`src/shared/pcr_pkg.sv`:
```
// constants and carrier types for the config capability register block
package pcr_pkg;

  // register offsets (byte addresses in config space)
  localparam logic [11:0] OFF_VPD_CTL = 12'h0d8;
  localparam logic [11:0] OFF_PRODUCT_DATA_WORD = 12'h0dc;
  localparam logic [11:0] OFF_IDX = 12'h0e0;
  localparam logic [11:0] OFF_WIN = 12'h0e4;
  localparam logic [11:0] OFF_MSI_CTL = 12'h0f0;
  localparam logic [11:0] OFF_MSI_ALO = 12'h0f4;
  localparam logic [11:0] OFF_MSI_AHI = 12'h0f8;
  localparam logic [11:0] OFF_MSI_DAT = 12'h0fc;
  localparam logic [11:0] OFF_AER_HDR = 12'h100;

  // product-data capability header and control
  localparam logic [7:0] VPD_CAP_ID = 8'h03;
  localparam logic [7:0] VPD_NEXT = 8'hf0;
  localparam int VPD_ADDR_LSB = 18;
  localparam int VPD_ADDR_W = 6;
  localparam int VPD_FLAG_BIT = 31;
  localparam logic [7:0] EE_BASE = 8'h40;

  // indirect index fields
  localparam int IDX_W = 12;
  localparam logic [11:0] IDX_RST = 12'h000;

  // message interrupt capability
  localparam logic [7:0] MSI_CAP_ID = 8'h05;
  localparam logic [7:0] MSI_NEXT = 8'h00;
  localparam int MSI_EN_BIT = 16;
  localparam int MSI_MMC_LSB = 17;
  localparam int MSI_MME_LSB = 20;
  localparam int MSI_64_BIT = 23;
  localparam logic [2:0] MSI_MMC_VAL = 3'h0;
  localparam logic [2:0] MSI_MME_MAX = 3'h5;
  localparam logic [2:0] MSI_MME_RST = 3'h0;
  localparam int MSI_ALO_LSB = 2;
  localparam int MSI_DAT_W = 16;

  // error-reporting extended capability header
  localparam logic [15:0] AER_ID = 16'h0001;
  localparam logic [3:0] AER_VER = 4'h1;
  localparam logic [11:0] AER_NEXT = 12'h150;

  localparam logic [31:0] RST_WORD = 32'h0000_0000;

  // one configuration access from the host
  typedef struct packed {
    logic wr;
    logic [11:0] addr;
    logic [3:0] be;
    logic [31:0] wdata;
  } pcr_cfg_req_s;

  // one message write toward the host
  typedef struct packed {
    logic [63:0] addr;
    logic [MSI_DAT_W-1:0] data;
  } pcr_msg_s;

  // eeprom access request
  typedef struct packed {
    logic we;
    logic [7:0] addr;
    logic [31:0] wdata;
  } pcr_ee_req_s;

  typedef enum logic [0:0] {
    EE_IDLE,
    EE_WAIT
  } pcr_ee_state_e;

endpackage

```
`src/rtl/pcr_cfg_regs.sv`:
```
// configuration capability registers: product data, indirect, msi, aer
`timescale 1ns/1ps
//
// Summary of operation
// - data register shows eeprom at address plus 40h
// - lowest byte lane holds byte at address
// - data register accesses honour byte enables
// - index register: 12 writable bits, rest zero
// - window access forwards to indexed internal register
// - message capability id 05h at f0h
// - message capability next pointer is 00h
// - enable bit selects messages or legacy pin
// - count fields encode 1 to 32, reserved codes
// - capable count field reads 000
// - bit 23 reads one, top byte zero
// - lower address bits 31:2 writable, 1:0 zero
// - upper address fully writable, resets zero
// - message data 16 bits, upper half zero
// - error capability id 0001h at 100h
// - error capability version reads 1h
// - error capability next offset reads 150h
// - flag write starts eeprom read or write
// - product-data capability points to f0h
module pcr_cfg_regs (
  input wire logic clk_i,
  input wire logic rst_b_i,
  input wire logic ce_i,
  input wire logic cfg_req_i,
  input wire pcr_pkg::pcr_cfg_req_s cfg_i,
  output logic cfg_ack_o,
  output logic [31:0] cfg_rdata_o,
  input wire logic irq_i,
  output logic intx_o,
  output logic msg_vld_o,
  output pcr_pkg::pcr_msg_s msg_o,
  input wire logic msg_ack_i,
  output logic ee_req_o,
  output pcr_pkg::pcr_ee_req_s ee_cmd_o,
  input wire logic ee_ack_i,
  input wire logic [31:0] ee_rdata_i
);

  //////////////////////////////////////////////////////////////////////////
  // state
  logic [pcr_pkg::VPD_ADDR_W-1:0] vpd_addr_q;
  logic vpd_flag_q;
  logic [31:0] product_data_word_q;
  logic [pcr_pkg::IDX_W-1:0] idx_q;
  logic msi_en_q;
  logic [2:0] msi_mme_q;
  logic [31:pcr_pkg::MSI_ALO_LSB] msi_alo_q;
  logic [31:0] msi_ahi_q;
  logic [pcr_pkg::MSI_DAT_W-1:0] msi_dat_q;
  logic irq_q;

  logic [11:0] dw_addr;
  logic [11:0] eff_addr;
  logic via_win;
  logic win_loop;
  logic wr_en;
  logic [31:0] wd;
  logic [3:0] be;
  logic ee_busy;
  logic ee_done;
  logic [31:0] ee_rdata;
  logic ee_start;
  logic ee_op_we;
  pcr_pkg::pcr_ee_req_s ee_cmd;
  logic irq_rise;
  logic [31:0] rd_word;
  logic [pcr_pkg::VPD_ADDR_W-1:0] vpd_addr_d;
  logic [31:0] alo_next;
  logic [31:0] dat_next;

  //////////////////////////////////////////////////////////////////////////
  // helpers
  function automatic logic [31:0] merge(input logic [31:0] old_v,
                                        input logic [31:0] new_v,
                                        input logic [3:0] en);
    logic [31:0] r;
    r = old_v;
    for (int i = 0; i < 4; i++) begin
      if (en[i]) begin
        r[8*i +: 8] = new_v[8*i +: 8];
      end
    end
    return r;
  endfunction

  function automatic logic hit(input logic [11:0] off);
    return wr_en && (eff_addr == off);
  endfunction

  //////////////////////////////////////////////////////////////////////////
  // address decode and window forwarding
  assign dw_addr = {cfg_i.addr[11:2], 2'b00};
  assign via_win = (dw_addr == pcr_pkg::OFF_WIN);
  assign eff_addr = via_win ? {idx_q[11:2], 2'b00} : dw_addr;
  // window pointing at itself reads zero and drops writes
  assign win_loop = via_win && (eff_addr == pcr_pkg::OFF_WIN);
  assign wr_en = ce_i && cfg_req_i && cfg_i.wr && !win_loop;
  assign wd = cfg_i.wdata;
  assign be = cfg_i.be;

  //////////////////////////////////////////////////////////////////////////
  // read map
  always_comb begin
    rd_word = 32'h0000_0000;
    unique case (eff_addr)
      pcr_pkg::OFF_VPD_CTL: begin
        rd_word[7:0] = pcr_pkg::VPD_CAP_ID;
        rd_word[15:8] = pcr_pkg::VPD_NEXT;
        rd_word[pcr_pkg::VPD_ADDR_LSB +: pcr_pkg::VPD_ADDR_W] = vpd_addr_q;
        rd_word[pcr_pkg::VPD_FLAG_BIT] = vpd_flag_q;
      end
      pcr_pkg::OFF_PRODUCT_DATA_WORD: begin
        rd_word = product_data_word_q;
      end
      pcr_pkg::OFF_IDX: begin
        rd_word[pcr_pkg::IDX_W-1:0] = idx_q;
      end
      pcr_pkg::OFF_MSI_CTL: begin
        rd_word[7:0] = pcr_pkg::MSI_CAP_ID;
        rd_word[15:8] = pcr_pkg::MSI_NEXT;
        rd_word[pcr_pkg::MSI_EN_BIT] = msi_en_q;
        rd_word[pcr_pkg::MSI_MMC_LSB +: 3] = pcr_pkg::MSI_MMC_VAL;
        rd_word[pcr_pkg::MSI_MME_LSB +: 3] = msi_mme_q;
        rd_word[pcr_pkg::MSI_64_BIT] = 1'b1;
      end
      pcr_pkg::OFF_MSI_ALO: begin
        rd_word[31:pcr_pkg::MSI_ALO_LSB] = msi_alo_q;
      end
      pcr_pkg::OFF_MSI_AHI: begin
        rd_word = msi_ahi_q;
      end
      pcr_pkg::OFF_MSI_DAT: begin
        rd_word[pcr_pkg::MSI_DAT_W-1:0] = msi_dat_q;
      end
      pcr_pkg::OFF_AER_HDR: begin
        rd_word[15:0] = pcr_pkg::AER_ID;
        rd_word[19:16] = pcr_pkg::AER_VER;
        rd_word[31:20] = pcr_pkg::AER_NEXT;
      end
      default: begin
        rd_word = 32'h0000_0000;
      end
    endcase
    if (win_loop) begin
      rd_word = 32'h0000_0000;
    end
  end

  // completion: one cycle after the request, lanes not enabled read zero
  always_ff @(posedge clk_i or negedge rst_b_i) begin
    if (!rst_b_i) begin
      cfg_ack_o <= 1'b0;
      cfg_rdata_o <= pcr_pkg::RST_WORD;
    end else if (ce_i) begin
      cfg_ack_o <= cfg_req_i;
      if (cfg_req_i && !cfg_i.wr) begin
        cfg_rdata_o <= merge(32'h0000_0000, rd_word, be);
      end
    end
  end

  //////////////////////////////////////////////////////////////////////////
  // product-data control: address and operation flag
  assign ee_start = hit(pcr_pkg::OFF_VPD_CTL) && be[3] && !ee_busy;
  assign ee_op_we = wd[pcr_pkg::VPD_FLAG_BIT];

  always_ff @(posedge clk_i or negedge rst_b_i) begin
    if (!rst_b_i) begin
      vpd_addr_q <= '0;
    end else if (hit(pcr_pkg::OFF_VPD_CTL) && be[2] && !ee_busy) begin
      vpd_addr_q <= wd[pcr_pkg::VPD_ADDR_LSB +: pcr_pkg::VPD_ADDR_W];
    end
  end

  always_ff @(posedge clk_i or negedge rst_b_i) begin
    if (!rst_b_i) begin
      vpd_flag_q <= 1'b0;
    end else if (ce_i) begin
      if (ee_done) begin
        vpd_flag_q <= !ee_cmd_o.we;
      end else if (ee_start) begin
        vpd_flag_q <= ee_op_we;
      end
    end
  end

  // a start may carry its own address in the same write
  assign vpd_addr_d = be[2] ?
                      wd[pcr_pkg::VPD_ADDR_LSB +: pcr_pkg::VPD_ADDR_W] :
                      vpd_addr_q;

  // eeprom byte address: dword address times four plus fixed base
  always_comb begin
    ee_cmd.we = ee_op_we;
    ee_cmd.addr = 8'({vpd_addr_d, 2'b00} + pcr_pkg::EE_BASE);
    ee_cmd.wdata = product_data_word_q;
  end

  // data register: host byte writes, eeprom reads land lane for lane
  always_ff @(posedge clk_i or negedge rst_b_i) begin
    if (!rst_b_i) begin
      product_data_word_q <= pcr_pkg::RST_WORD;
    end else if (ce_i) begin
      if (ee_done && !ee_cmd_o.we) begin
        product_data_word_q <= ee_rdata;
      end else if (hit(pcr_pkg::OFF_PRODUCT_DATA_WORD)) begin
        product_data_word_q <= merge(product_data_word_q, wd, be);
      end
    end
  end

  pcr_ee_engine u_ee (
    .clk_i(clk_i),
    .rst_b_i(rst_b_i),
    .ce_i(ce_i),
    .start_i(ee_start),
    .cmd_i(ee_cmd),
    .busy_o(ee_busy),
    .done_o(ee_done),
    .rdata_o(ee_rdata),
    .ee_req_o(ee_req_o),
    .ee_cmd_o(ee_cmd_o),
    .ee_ack_i(ee_ack_i),
    .ee_rdata_i(ee_rdata_i)
  );

  //////////////////////////////////////////////////////////////////////////
  // indirect index register
  always_ff @(posedge clk_i or negedge rst_b_i) begin
    if (!rst_b_i) begin
      idx_q <= pcr_pkg::IDX_RST;
    end else if (hit(pcr_pkg::OFF_IDX)) begin
      if (be[0]) begin
        idx_q[7:0] <= wd[7:0];
      end
      if (be[1]) begin
        idx_q[11:8] <= wd[11:8];
      end
    end
  end

  //////////////////////////////////////////////////////////////////////////
  // message interrupt control; fixed fields are never stored
  always_ff @(posedge clk_i or negedge rst_b_i) begin
    if (!rst_b_i) begin
      msi_en_q <= 1'b0;
      msi_mme_q <= pcr_pkg::MSI_MME_RST;
    end else if (hit(pcr_pkg::OFF_MSI_CTL) && be[2]) begin
      msi_en_q <= wd[pcr_pkg::MSI_EN_BIT];
      // reserved count codes are refused, old value kept
      if (wd[pcr_pkg::MSI_MME_LSB +: 3] <= pcr_pkg::MSI_MME_MAX) begin
        msi_mme_q <= wd[pcr_pkg::MSI_MME_LSB +: 3];
      end
    end
  end

  assign alo_next = merge({msi_alo_q, 2'b00}, wd, be);

  always_ff @(posedge clk_i or negedge rst_b_i) begin
    if (!rst_b_i) begin
      msi_alo_q <= '0;
    end else if (hit(pcr_pkg::OFF_MSI_ALO)) begin
      msi_alo_q <= alo_next[31:2];
    end
  end

  always_ff @(posedge clk_i or negedge rst_b_i) begin
    if (!rst_b_i) begin
      msi_ahi_q <= pcr_pkg::RST_WORD;
    end else if (hit(pcr_pkg::OFF_MSI_AHI)) begin
      msi_ahi_q <= merge(msi_ahi_q, wd, be);
    end
  end

  assign dat_next = merge({16'h0000, msi_dat_q}, wd, be);

  always_ff @(posedge clk_i or negedge rst_b_i) begin
    if (!rst_b_i) begin
      msi_dat_q <= '0;
    end else if (hit(pcr_pkg::OFF_MSI_DAT)) begin
      msi_dat_q <= dat_next[15:0];
    end
  end

  //////////////////////////////////////////////////////////////////////////
  // interrupt delivery
  assign irq_rise = irq_i && !irq_q;

  always_ff @(posedge clk_i or negedge rst_b_i) begin
    if (!rst_b_i) begin
      irq_q <= 1'b0;
      intx_o <= 1'b0;
    end else if (ce_i) begin
      irq_q <= irq_i;
      intx_o <= irq_i && !msi_en_q;
    end
  end

  // new event in the ack cycle starts another message
  always_ff @(posedge clk_i or negedge rst_b_i) begin
    if (!rst_b_i) begin
      msg_vld_o <= 1'b0;
    end else if (ce_i) begin
      msg_vld_o <= (msg_vld_o && !msg_ack_i) || (irq_rise && msi_en_q);
    end
  end

  // destination and payload captured when a message is launched
  always_ff @(posedge clk_i or negedge rst_b_i) begin
    if (!rst_b_i) begin
      msg_o <= '0;
    end else if (ce_i && irq_rise && msi_en_q &&
                 (!msg_vld_o || msg_ack_i)) begin
      msg_o.addr <= {msi_ahi_q, msi_alo_q, 2'b00};
      msg_o.data <= msi_dat_q;
    end
  end

endmodule

```
`src/rtl/pcr_ee_engine.sv`:
```
// eeprom access engine: one dword read or write per start
`timescale 1ns/1ps
module pcr_ee_engine (
  input wire logic clk_i,
  input wire logic rst_b_i,
  input wire logic ce_i,
  input wire logic start_i,
  input wire pcr_pkg::pcr_ee_req_s cmd_i,
  output logic busy_o,
  output logic done_o,
  output logic [31:0] rdata_o,
  output logic ee_req_o,
  output pcr_pkg::pcr_ee_req_s ee_cmd_o,
  input wire logic ee_ack_i,
  input wire logic [31:0] ee_rdata_i
);

  pcr_pkg::pcr_ee_state_e state_q;

  assign busy_o = (state_q != pcr_pkg::EE_IDLE);
  assign ee_req_o = (state_q == pcr_pkg::EE_WAIT);

  //////////////////////////////////////////////////////////////////////////
  // sequencing
  always_ff @(posedge clk_i or negedge rst_b_i) begin
    if (!rst_b_i) begin
      state_q <= pcr_pkg::EE_IDLE;
    end else if (ce_i) begin
      unique case (state_q)
        pcr_pkg::EE_IDLE: begin
          if (start_i) begin
            state_q <= pcr_pkg::EE_WAIT;
          end
        end
        pcr_pkg::EE_WAIT: begin
          if (ee_ack_i) begin
            state_q <= pcr_pkg::EE_IDLE;
          end
        end
      endcase
    end
  end

  // command latched at start, held until acknowledged
  always_ff @(posedge clk_i or negedge rst_b_i) begin
    if (!rst_b_i) begin
      ee_cmd_o <= '0;
    end else if (ce_i && start_i && !busy_o) begin
      ee_cmd_o <= cmd_i;
    end
  end

  // completion pulse and read data
  always_ff @(posedge clk_i or negedge rst_b_i) begin
    if (!rst_b_i) begin
      done_o <= 1'b0;
      rdata_o <= pcr_pkg::RST_WORD;
    end else if (ce_i) begin
      done_o <= ee_req_o && ee_ack_i;
      if (ee_req_o && ee_ack_i && !ee_cmd_o.we) begin
        rdata_o <= ee_rdata_i;
      end
    end
  end

endmodule

```
`config.mk`:
```
export PLATFORM = sky130hd
export DESIGN_NAME = pcr_cfg_regs
export DESIGN_NICKNAME = d
export VERILOG_FILES = /design/src/shared/pcr_pkg.sv /design/src/rtl/pcr_cfg_regs.sv /design/src/rtl/pcr_ee_engine.sv
export SDC_FILE = /design/constraint.sdc
export NUM_CORES = 1
export LEC_CHECK = 0
export ABC_AREA = 1
export BUFFER_PORTS_ARGS = -buffer_cell sky130_fd_sc_hd__buf_2
export CELL_PAD_IN_SITES_DETAIL_PLACEMENT = 0
export CELL_PAD_IN_SITES_GLOBAL_PLACEMENT = 2
export CORE_MARGIN = 2
export CORE_UTILIZATION = 35
export CTS_CLUSTER_DIAMETER = 120
export DETAILED_ROUTE_END_ITERATION = 12
export PLACE_DENSITY = 0.79
export SYNTH_ARGS = -nofsm -noshare
export SYNTH_HDL_FRONTEND = slang
export SYNTH_SLANG_ARGS = --single-unit
```
`constraint.sdc`:
```
create_clock -name clk_i -period 2.6 [get_ports clk_i]
set_clock_uncertainty 0.2 [all_clocks]
set_input_delay 0.52 -clock clk_i [delete_from_list [all_inputs] [get_ports clk_i]]
set_output_delay 0.52 -clock clk_i [all_outputs]
set_load 0.05 [all_outputs]
```
* After elaboration in Yosys (flattened, before gate mapping)
Index checks and enable logic that the tools add are counted.
** Word-level totals
- Flip-flop bits (word level) :: 322
- Latch bits :: 0
- RAM bits :: 0
- Memory bits (read-only) :: 0
- Input port bits :: 88
- Output and inout port bits :: 157
- Word-level logic and storage cells :: 137
- Memories kept :: 0
** Cells by class
- Add/subtract/negate cells :: 1
- Multipliers :: 0
- Div/mod/pow operators :: 0
- Order comparisons :: 1
- Eq/ne operators :: 10
- Shift-type cells :: 0
- Muxes and demuxes :: 25
- Bitwise gates (word level) :: 1
- Reductions and logical operators :: 66
** Operators with widths (number)
- $eq 12x8->1 const B :: 8
- $mux 32 :: 3
- $mux 8 :: 8
- $pmux 10 s6 :: 1
- $reduce_and 2->1 :: 16
- $pmux 6 s5 :: 1
- $logic_and 1x1->1 :: 29
- $pmux 7 s4 :: 1
- $pmux 4 s5 :: 1
- $eq 12x9->1 const B :: 1
- $mux 12 :: 1
- $pmux 2 s6 :: 1
- $reduce_and 3->1 :: 4
- $reduce_bool 2->1 :: 6
- $eq 10x6->1 const B :: 1
- $pmux 2 s5 :: 1
- $add 8x7->8 const B :: 1
- $logic_not 1->1 :: 8
- $mux 6 :: 1
- $mux 1 :: 4
- $pmux 1 s4 :: 1
- $le 3x3->1 const B :: 1
- $logic_or 1x1->1 :: 2
- $pmux 1 s2 :: 1
- 2 further kinds :: 2

* Logic depth before layout (Yosys ltp)
- Depth in word-level cells :: 11
- Gate-level depth with buffers :: 18
- Gate-level depth less buffers :: 17

* Cells and area by module
Synthesis repeated with hierarchy kept, for this count alone.
** Unflattened totals
- Cells, all modules :: 1654
- Area total of the unflattened synthesis :: 14586.5 µm²
** By module, submodules not included
- pcr_cfg_regs :: times used 1, cells an instance 1331, area each 11641.2 µm², sequential area each 6180.9 µm²
- pcr_ee_engine :: times used 1, cells an instance 323, area each 2945.3 µm², sequential area each 1876.8 µm²

* Least setup slack after synthesis
OpenSTA, ideal clock, no wires.
- Path type :: input to register
- From :: input cfg_i[47] in the netlist's numbering
- To :: register msi_alo_q[22] in the netlist's numbering
- Library setup time :: 0.121 ns
- Arrival time :: 2.129 ns
- Data required time :: 2.279 ns
- Setup slack :: 0.150 ns
- Stages on the path :: 13
- Path buffers :: 3
- Cells stage by stage :: nor2_4 > buf_4 > nand2_1 > inv_1 > nand3_2 > nor2_2 > buf_6 > nand2_4 > nor2_8 > nand2_4 > buf_6 > nand2_1 > o21ai_2
** Between the ends
- Longest elaborated chain between the ends :: 8
- Elaborated cells between the ends (all ways) :: 9
- Classes of those cells :: 3 x eq/ne; 1 x mux; 5 x reduce/logical
** RTL lines
- start: declaration :: line pcr_cfg_regs.sv:29 : input wire pcr_pkg::pcr_cfg_req_s cfg_i,
- $eq 10x6->1 :: line pcr_cfg_regs.sv:97 : assign via_win = (dw_addr == pcr_pkg::OFF_WIN);
- $mux 12 :: line pcr_cfg_regs.sv:98 : assign eff_addr = via_win ? {idx_q[11:2], 2'b00} : dw_addr;
- $eq 12x8->1 :: line pcr_cfg_regs.sv:100 : assign win_loop = via_win && (eff_addr == pcr_pkg::OFF_WIN);
- $logic_and 1x1->1 :: line pcr_cfg_regs.sv:100
- $logic_not 1->1 :: line pcr_cfg_regs.sv:101 : assign wr_en = ce_i && cfg_req_i && cfg_i.wr && !win_loop;
- $logic_and 1x1->1 :: line pcr_cfg_regs.sv:101
- $logic_and 1x1->1 * :: line pcr_cfg_regs.sv:91 : return wr_en && (eff_addr == off);
- $reduce_and 2->1 (no line) *
- end signal: assignment :: line pcr_cfg_regs.sv:267 : msi_alo_q <= alo_next[31:2];
- end: declaration :: line pcr_cfg_regs.sv:51 : logic [31:pcr_pkg::MSI_ALO_LSB] msi_alo_q;
Mark *: on every way between the ends. The rest lies on a longest branch, timed or not.
A chain may end at the register's enable or synchronous reset.

* Worst setup path in the final report
- From :: register idx_q[8] in the netlist's numbering
- To :: register product_data_word_q[5]
** Between the ends
- Longest elaborated chain between the ends :: 8
- Elaborated cells between the ends (all ways) :: 9
- Classes of those cells :: 2 x eq/ne; 1 x mux; 6 x reduce/logical
** RTL lines
- start: declaration :: line pcr_cfg_regs.sv:48 : logic [pcr_pkg::IDX_W-1:0] idx_q;
- start signal: assignment :: line pcr_cfg_regs.sv:235 : idx_q <= pcr_pkg::IDX_RST;
- $mux 12 * :: line pcr_cfg_regs.sv:98
- $eq 12x8->1 :: line pcr_cfg_regs.sv:100
- $logic_and 1x1->1 :: line pcr_cfg_regs.sv:100
- $logic_not 1->1 :: line pcr_cfg_regs.sv:101
- $logic_and 1x1->1 :: line pcr_cfg_regs.sv:101
- $logic_and 1x1->1 * :: line pcr_cfg_regs.sv:91
- $reduce_bool 2->1 (no line) *
- $reduce_and 3->1 (no line) *
- end signal: assignment :: line pcr_cfg_regs.sv:206 : product_data_word_q <= pcr_pkg::RST_WORD;
- end signal: assignment :: line pcr_cfg_regs.sv:209 : product_data_word_q <= ee_rdata;
- end signal: assignment :: line pcr_cfg_regs.sv:211 : product_data_word_q <= merge(product_data_word_q, wd, be);
- end: declaration :: line pcr_cfg_regs.sv:47 : logic [31:0] product_data_word_q;
Marks and branches as above.

==> summary.md <==
| Metric | Value |
|---|---|
| # IOs | 245 |
| Yosys top cell by area | dfrtp_1 |
| Post-Syn Area | 0.0146 sq mm |
| Routed Antenna Nets | 0 |
| Post-route insts no fill | 2474 |
| Dominant cells by area after synthesis | dfrtp_1, nand2_1, mux2_2, o21ai_0, nand3_1 |
| Layout Area Growth over Synthesis | 28.0% |
| Reg-to-reg slack, setup | 0.19 ns |
| RSZ-0062 raised after global routing | true |
| Max_slew headroom | 57.0% |
| Yosys reg bits | 320 |
| First-pass GRT wire length | 73700 microns |
| DP Area | 0.0171 sq mm |
| Crit. Startpoint | idx_q[8] |
| Reg-to-reg startpoint | idx_q[8] |
| Die Ht | 208 microns |
| Min-delay worst type | in -> reg |
| Final period utilization | 92.8% |
| CTS Root Buffer Type | clkbuf_16 |
| Clock latency on the worst-skew pair | 0.55 ns |
| Pleak | 0.0102 uW |
| Avg Cell Area, Syn | 9.36 sq um |
| Routed WL | 47500 microns |
| Layout cells sized above 1 | 31.9% |
| Fin worst setup slack | 0.188 ns |
| Crit path arrival time | 2.65 ns |
| Power per cell area | 607 mW/mm^2 |
| Hpwl dp | 35600 microns |
| Grt ovf | 0 |
| Required @ worst endpoint | 2.84 ns |
| Crit-path max FO | 12 |
| Synth warn | 0 |
| Number of I/O port buffers | 238 |
| Largest net degree at the start of global routing | 109 |
| R2R depth | 13 |
| Core Region | 0.0409 sq mm |
| Most common cell after layout, fill and taps aside | nand2_1 |
| Vias in the first global route | 12200 |
| Status | complete, no violations |
| Pins Over Slew Limit | 0 |
| Ant diodes | 0 |
| Most frequent cells in the layout | nand2_1, dfrtp_1, buf_2 |
| Minimum clock period | 2.41 ns |
| Clock Path Buffers | 3 |
| Site Rows | 74 |
| Initial Util | 35.6% |
| CTS Sinks | 320 |
| Crit. End Element | register |
| Placer Congestion | 0.862 |
| Max Clk Rate | 0.415 GHz |
| CTS tree | done |
| Max Cap Viol | 0 |
| Vias per cell | 4.82 |
| Final hold vios | 0 |
| Crit start category | register |
| Vias | 11900 |
| Endpoints failing setup | 0 |
| Worst-path cell chain | inv_1 > nand3_1 > nand2_1 > nand2_1 > nor2_4 > nand2_2 > nor2_2 > buf_4 > nand3_1 > nand2_4 > nand3_2 > nand2_1 > nand2_1 |
| DR DRC count | 0 |
| Dpl cells | 2390 |
| Final instance area | 0.0186 sq mm |
| Slowest Stage Delay on Critical Path | 0.43 ns |
| Synth Instances | 1556 |
| Setup CP Type | reg -> reg |
| Post-synth top area share | 55.0% |
| CTS buffer count | 39 |
| Worst Tran Pin Value | 0.645 ns |
| Crit-path most repeated cell | nand2_1 |
| Seq/Total Area, Yosys | 55.0% |
| H-tree Lvls | 2 |
| Gr usage total | 22.2% |
| End of the critical path | product_data_word_q[5] |
| Die area | 0.0432 sq mm |
| Initial antenna violation count | 0 |
| Filler cell count | 4100 |
| WL/cell | 19.2 microns |
| Die width | 208 microns |
| VDD IR-drop max | 0.000358 V |
| Initial DRC Count | 657 |
| Router iterations before antenna repair | 5 |
| Reg2reg end | product_data_word_q[5] |
| Synth unique cells | 38 |
| Worst-path clk slew | 0.06 ns |
| Nets@finish | 2002 |
| Pre-CTS setup slack | -0.363 ns |
| Final core occ | 45.5% |
| Max stage delay cell, worst path | dfrtp_1 |
[how the worst min path moves through the flow]
stage	start	end	slack, ns	cells after the start
after floorplan	rst_b_i	cfg_ack_o	0.02	0
after global placement	rst_b_i	msi_alo_q[20]	0.18	1
after detailed placement	rst_b_i	msi_ahi_q[20]	0.17	1
after CTS	ee_rdata_i[30]	u_ee.rdata_o[30]	0.003	2
after global routing	ee_rdata_i[9]	u_ee.rdata_o[9]	0.02	2
final	ee_rdata_i[27]	u_ee.rdata_o[27]	0.02	2
[worst max-delay path, delay by kind of cell (launching register included)]
family,cells,cell delay (ns)
simple gates,11,1.38
flops,1,0.43
buf+inv,2,0.27
[per-layer routing]
metal,part of all wire (%),vias up,track usage [%]
li1,-,5824,-
met1,46,5803,30.5
met2,47,249,36.1
met3,4.2,57,3.77
met4,2.3,0,6.80
met5,0,-,0
[area by class of cell]
type | count | area [sq um] | area share (%)
inverter | 100 | 382 | 2.05
multi-input combinational | 1073 | 5790 | 31.1
clock inverter | 13 | 148 | 0.793
sequential | 320 | 8010 | 43.0
timing repair buffer | 380 | 2480 | 13.3
clock buffer | 56 | 1150 | 6.19
tap | 532 | 666 | 3.57
[synth_stat cells]
| cell type | n |
|---|---|
| a21o_1 | 1 |
| a21oi_1 | 33 |
| a21oi_2 | 1 |
| buf_1 | 4 |
| buf_2 | 6 |
| buf_4 | 10 |
| buf_6 | 19 |
| clkbuf_1 | 27 |
| clkinv_1 | 1 |
| clkinv_2 | 1 |
| conb_1 | 1 |
| dfrtp_1 | 320 |
| inv_1 | 97 |
| inv_6 | 1 |
| mux2_2 | 98 |
| nand2_1 | 495 |
| nand2_2 | 16 |
| nand2_4 | 9 |
| nand2_8 | 1 |
| nand3_1 | 88 |
| nand3_2 | 10 |
| nand3_4 | 4 |
| nand4_1 | 40 |
| nor2_1 | 74 |
| nor2_2 | 5 |
| nor2_4 | 6 |
| nor2_8 | 3 |
| nor3_1 | 4 |
| nor3_2 | 1 |
| nor3_4 | 1 |
| nor4_1 | 1 |
| o211ai_1 | 1 |
| o21ai_0 | 103 |
| o21ai_1 | 41 |
| o21ai_2 | 30 |
| o21bai_1 | 1 |
| or2_2 | 1 |
| xor2_1 | 1 |
[registers in the layout (all words and copies together), names as in the netlist]
name / count
u_ee.done_o: 1
irq_q: 1
cfg_ack_o: 1
msg_o: 78
msi_alo_q: 30
u_ee.ee_cmd_o: 39
msi_ahi_q: 32
product_data_word_q: 32
msi_dat_q: 16
msg_vld_o: 1
idx_q: 12
msi_en_q: 1
vpd_addr_q: 6
u_ee.rdata_o: 32
vpd_flag_q: 1
cfg_rdata_o: 32
intx_o: 1
u_ee.busy_o: 1
msi_mme_q: 3
[stage by stage]
stage	hold WS (ns)	TNS, ns	power (uW)
5_1_grt	0.0161	-0.0227	11700
3_5_place_dp	0.173	-54.55	5860
6_report	0.0243	0	11300
3_3_place_gp	0.181	-57.33	5860
2_1_floorplan	0.0244	0	5460
4_1_cts	0.00256	0	11500
[what timing repair did]
| item | 4_1_cts | 5_1_grt |
|---|---|---|
| endpoints found under the setup margin | 0 | 12 |
| endpoints found under the hold margin | 138 | 0 |
| hold buffers | 15 | 0 |
| resized for setup | 0 | 6 |
| setup buffers | 0 | 0 |
[power by group]
| group | switching [uW] | internal, uW | total, uW | leakage [uW] |
|---|---|---|---|---|
| logic | 463 | 222 | 685 | 0.00517 |
| registers | 54.2 | 5050 | 5100 | 0.00439 |
| clock network | 2150 | 3380 | 5530 | 0.000647 |
| total | 2670 | 8640 | 11300 | 0.0102 |
[cell families after synthesis]
family                    count (synthesis)  synth area share, %
xor gates and xnor gates                  1               0.0602
muxes                                    98                 7.58
and+or+nand+nor                         759                 23.6
DFF                                     320                 55.0
buffers and inverters                   166                 5.61
other                                     1               0.0258
AOI/OAI and AO/OA                       211                 8.11
(Power assumes the default switching activity.)
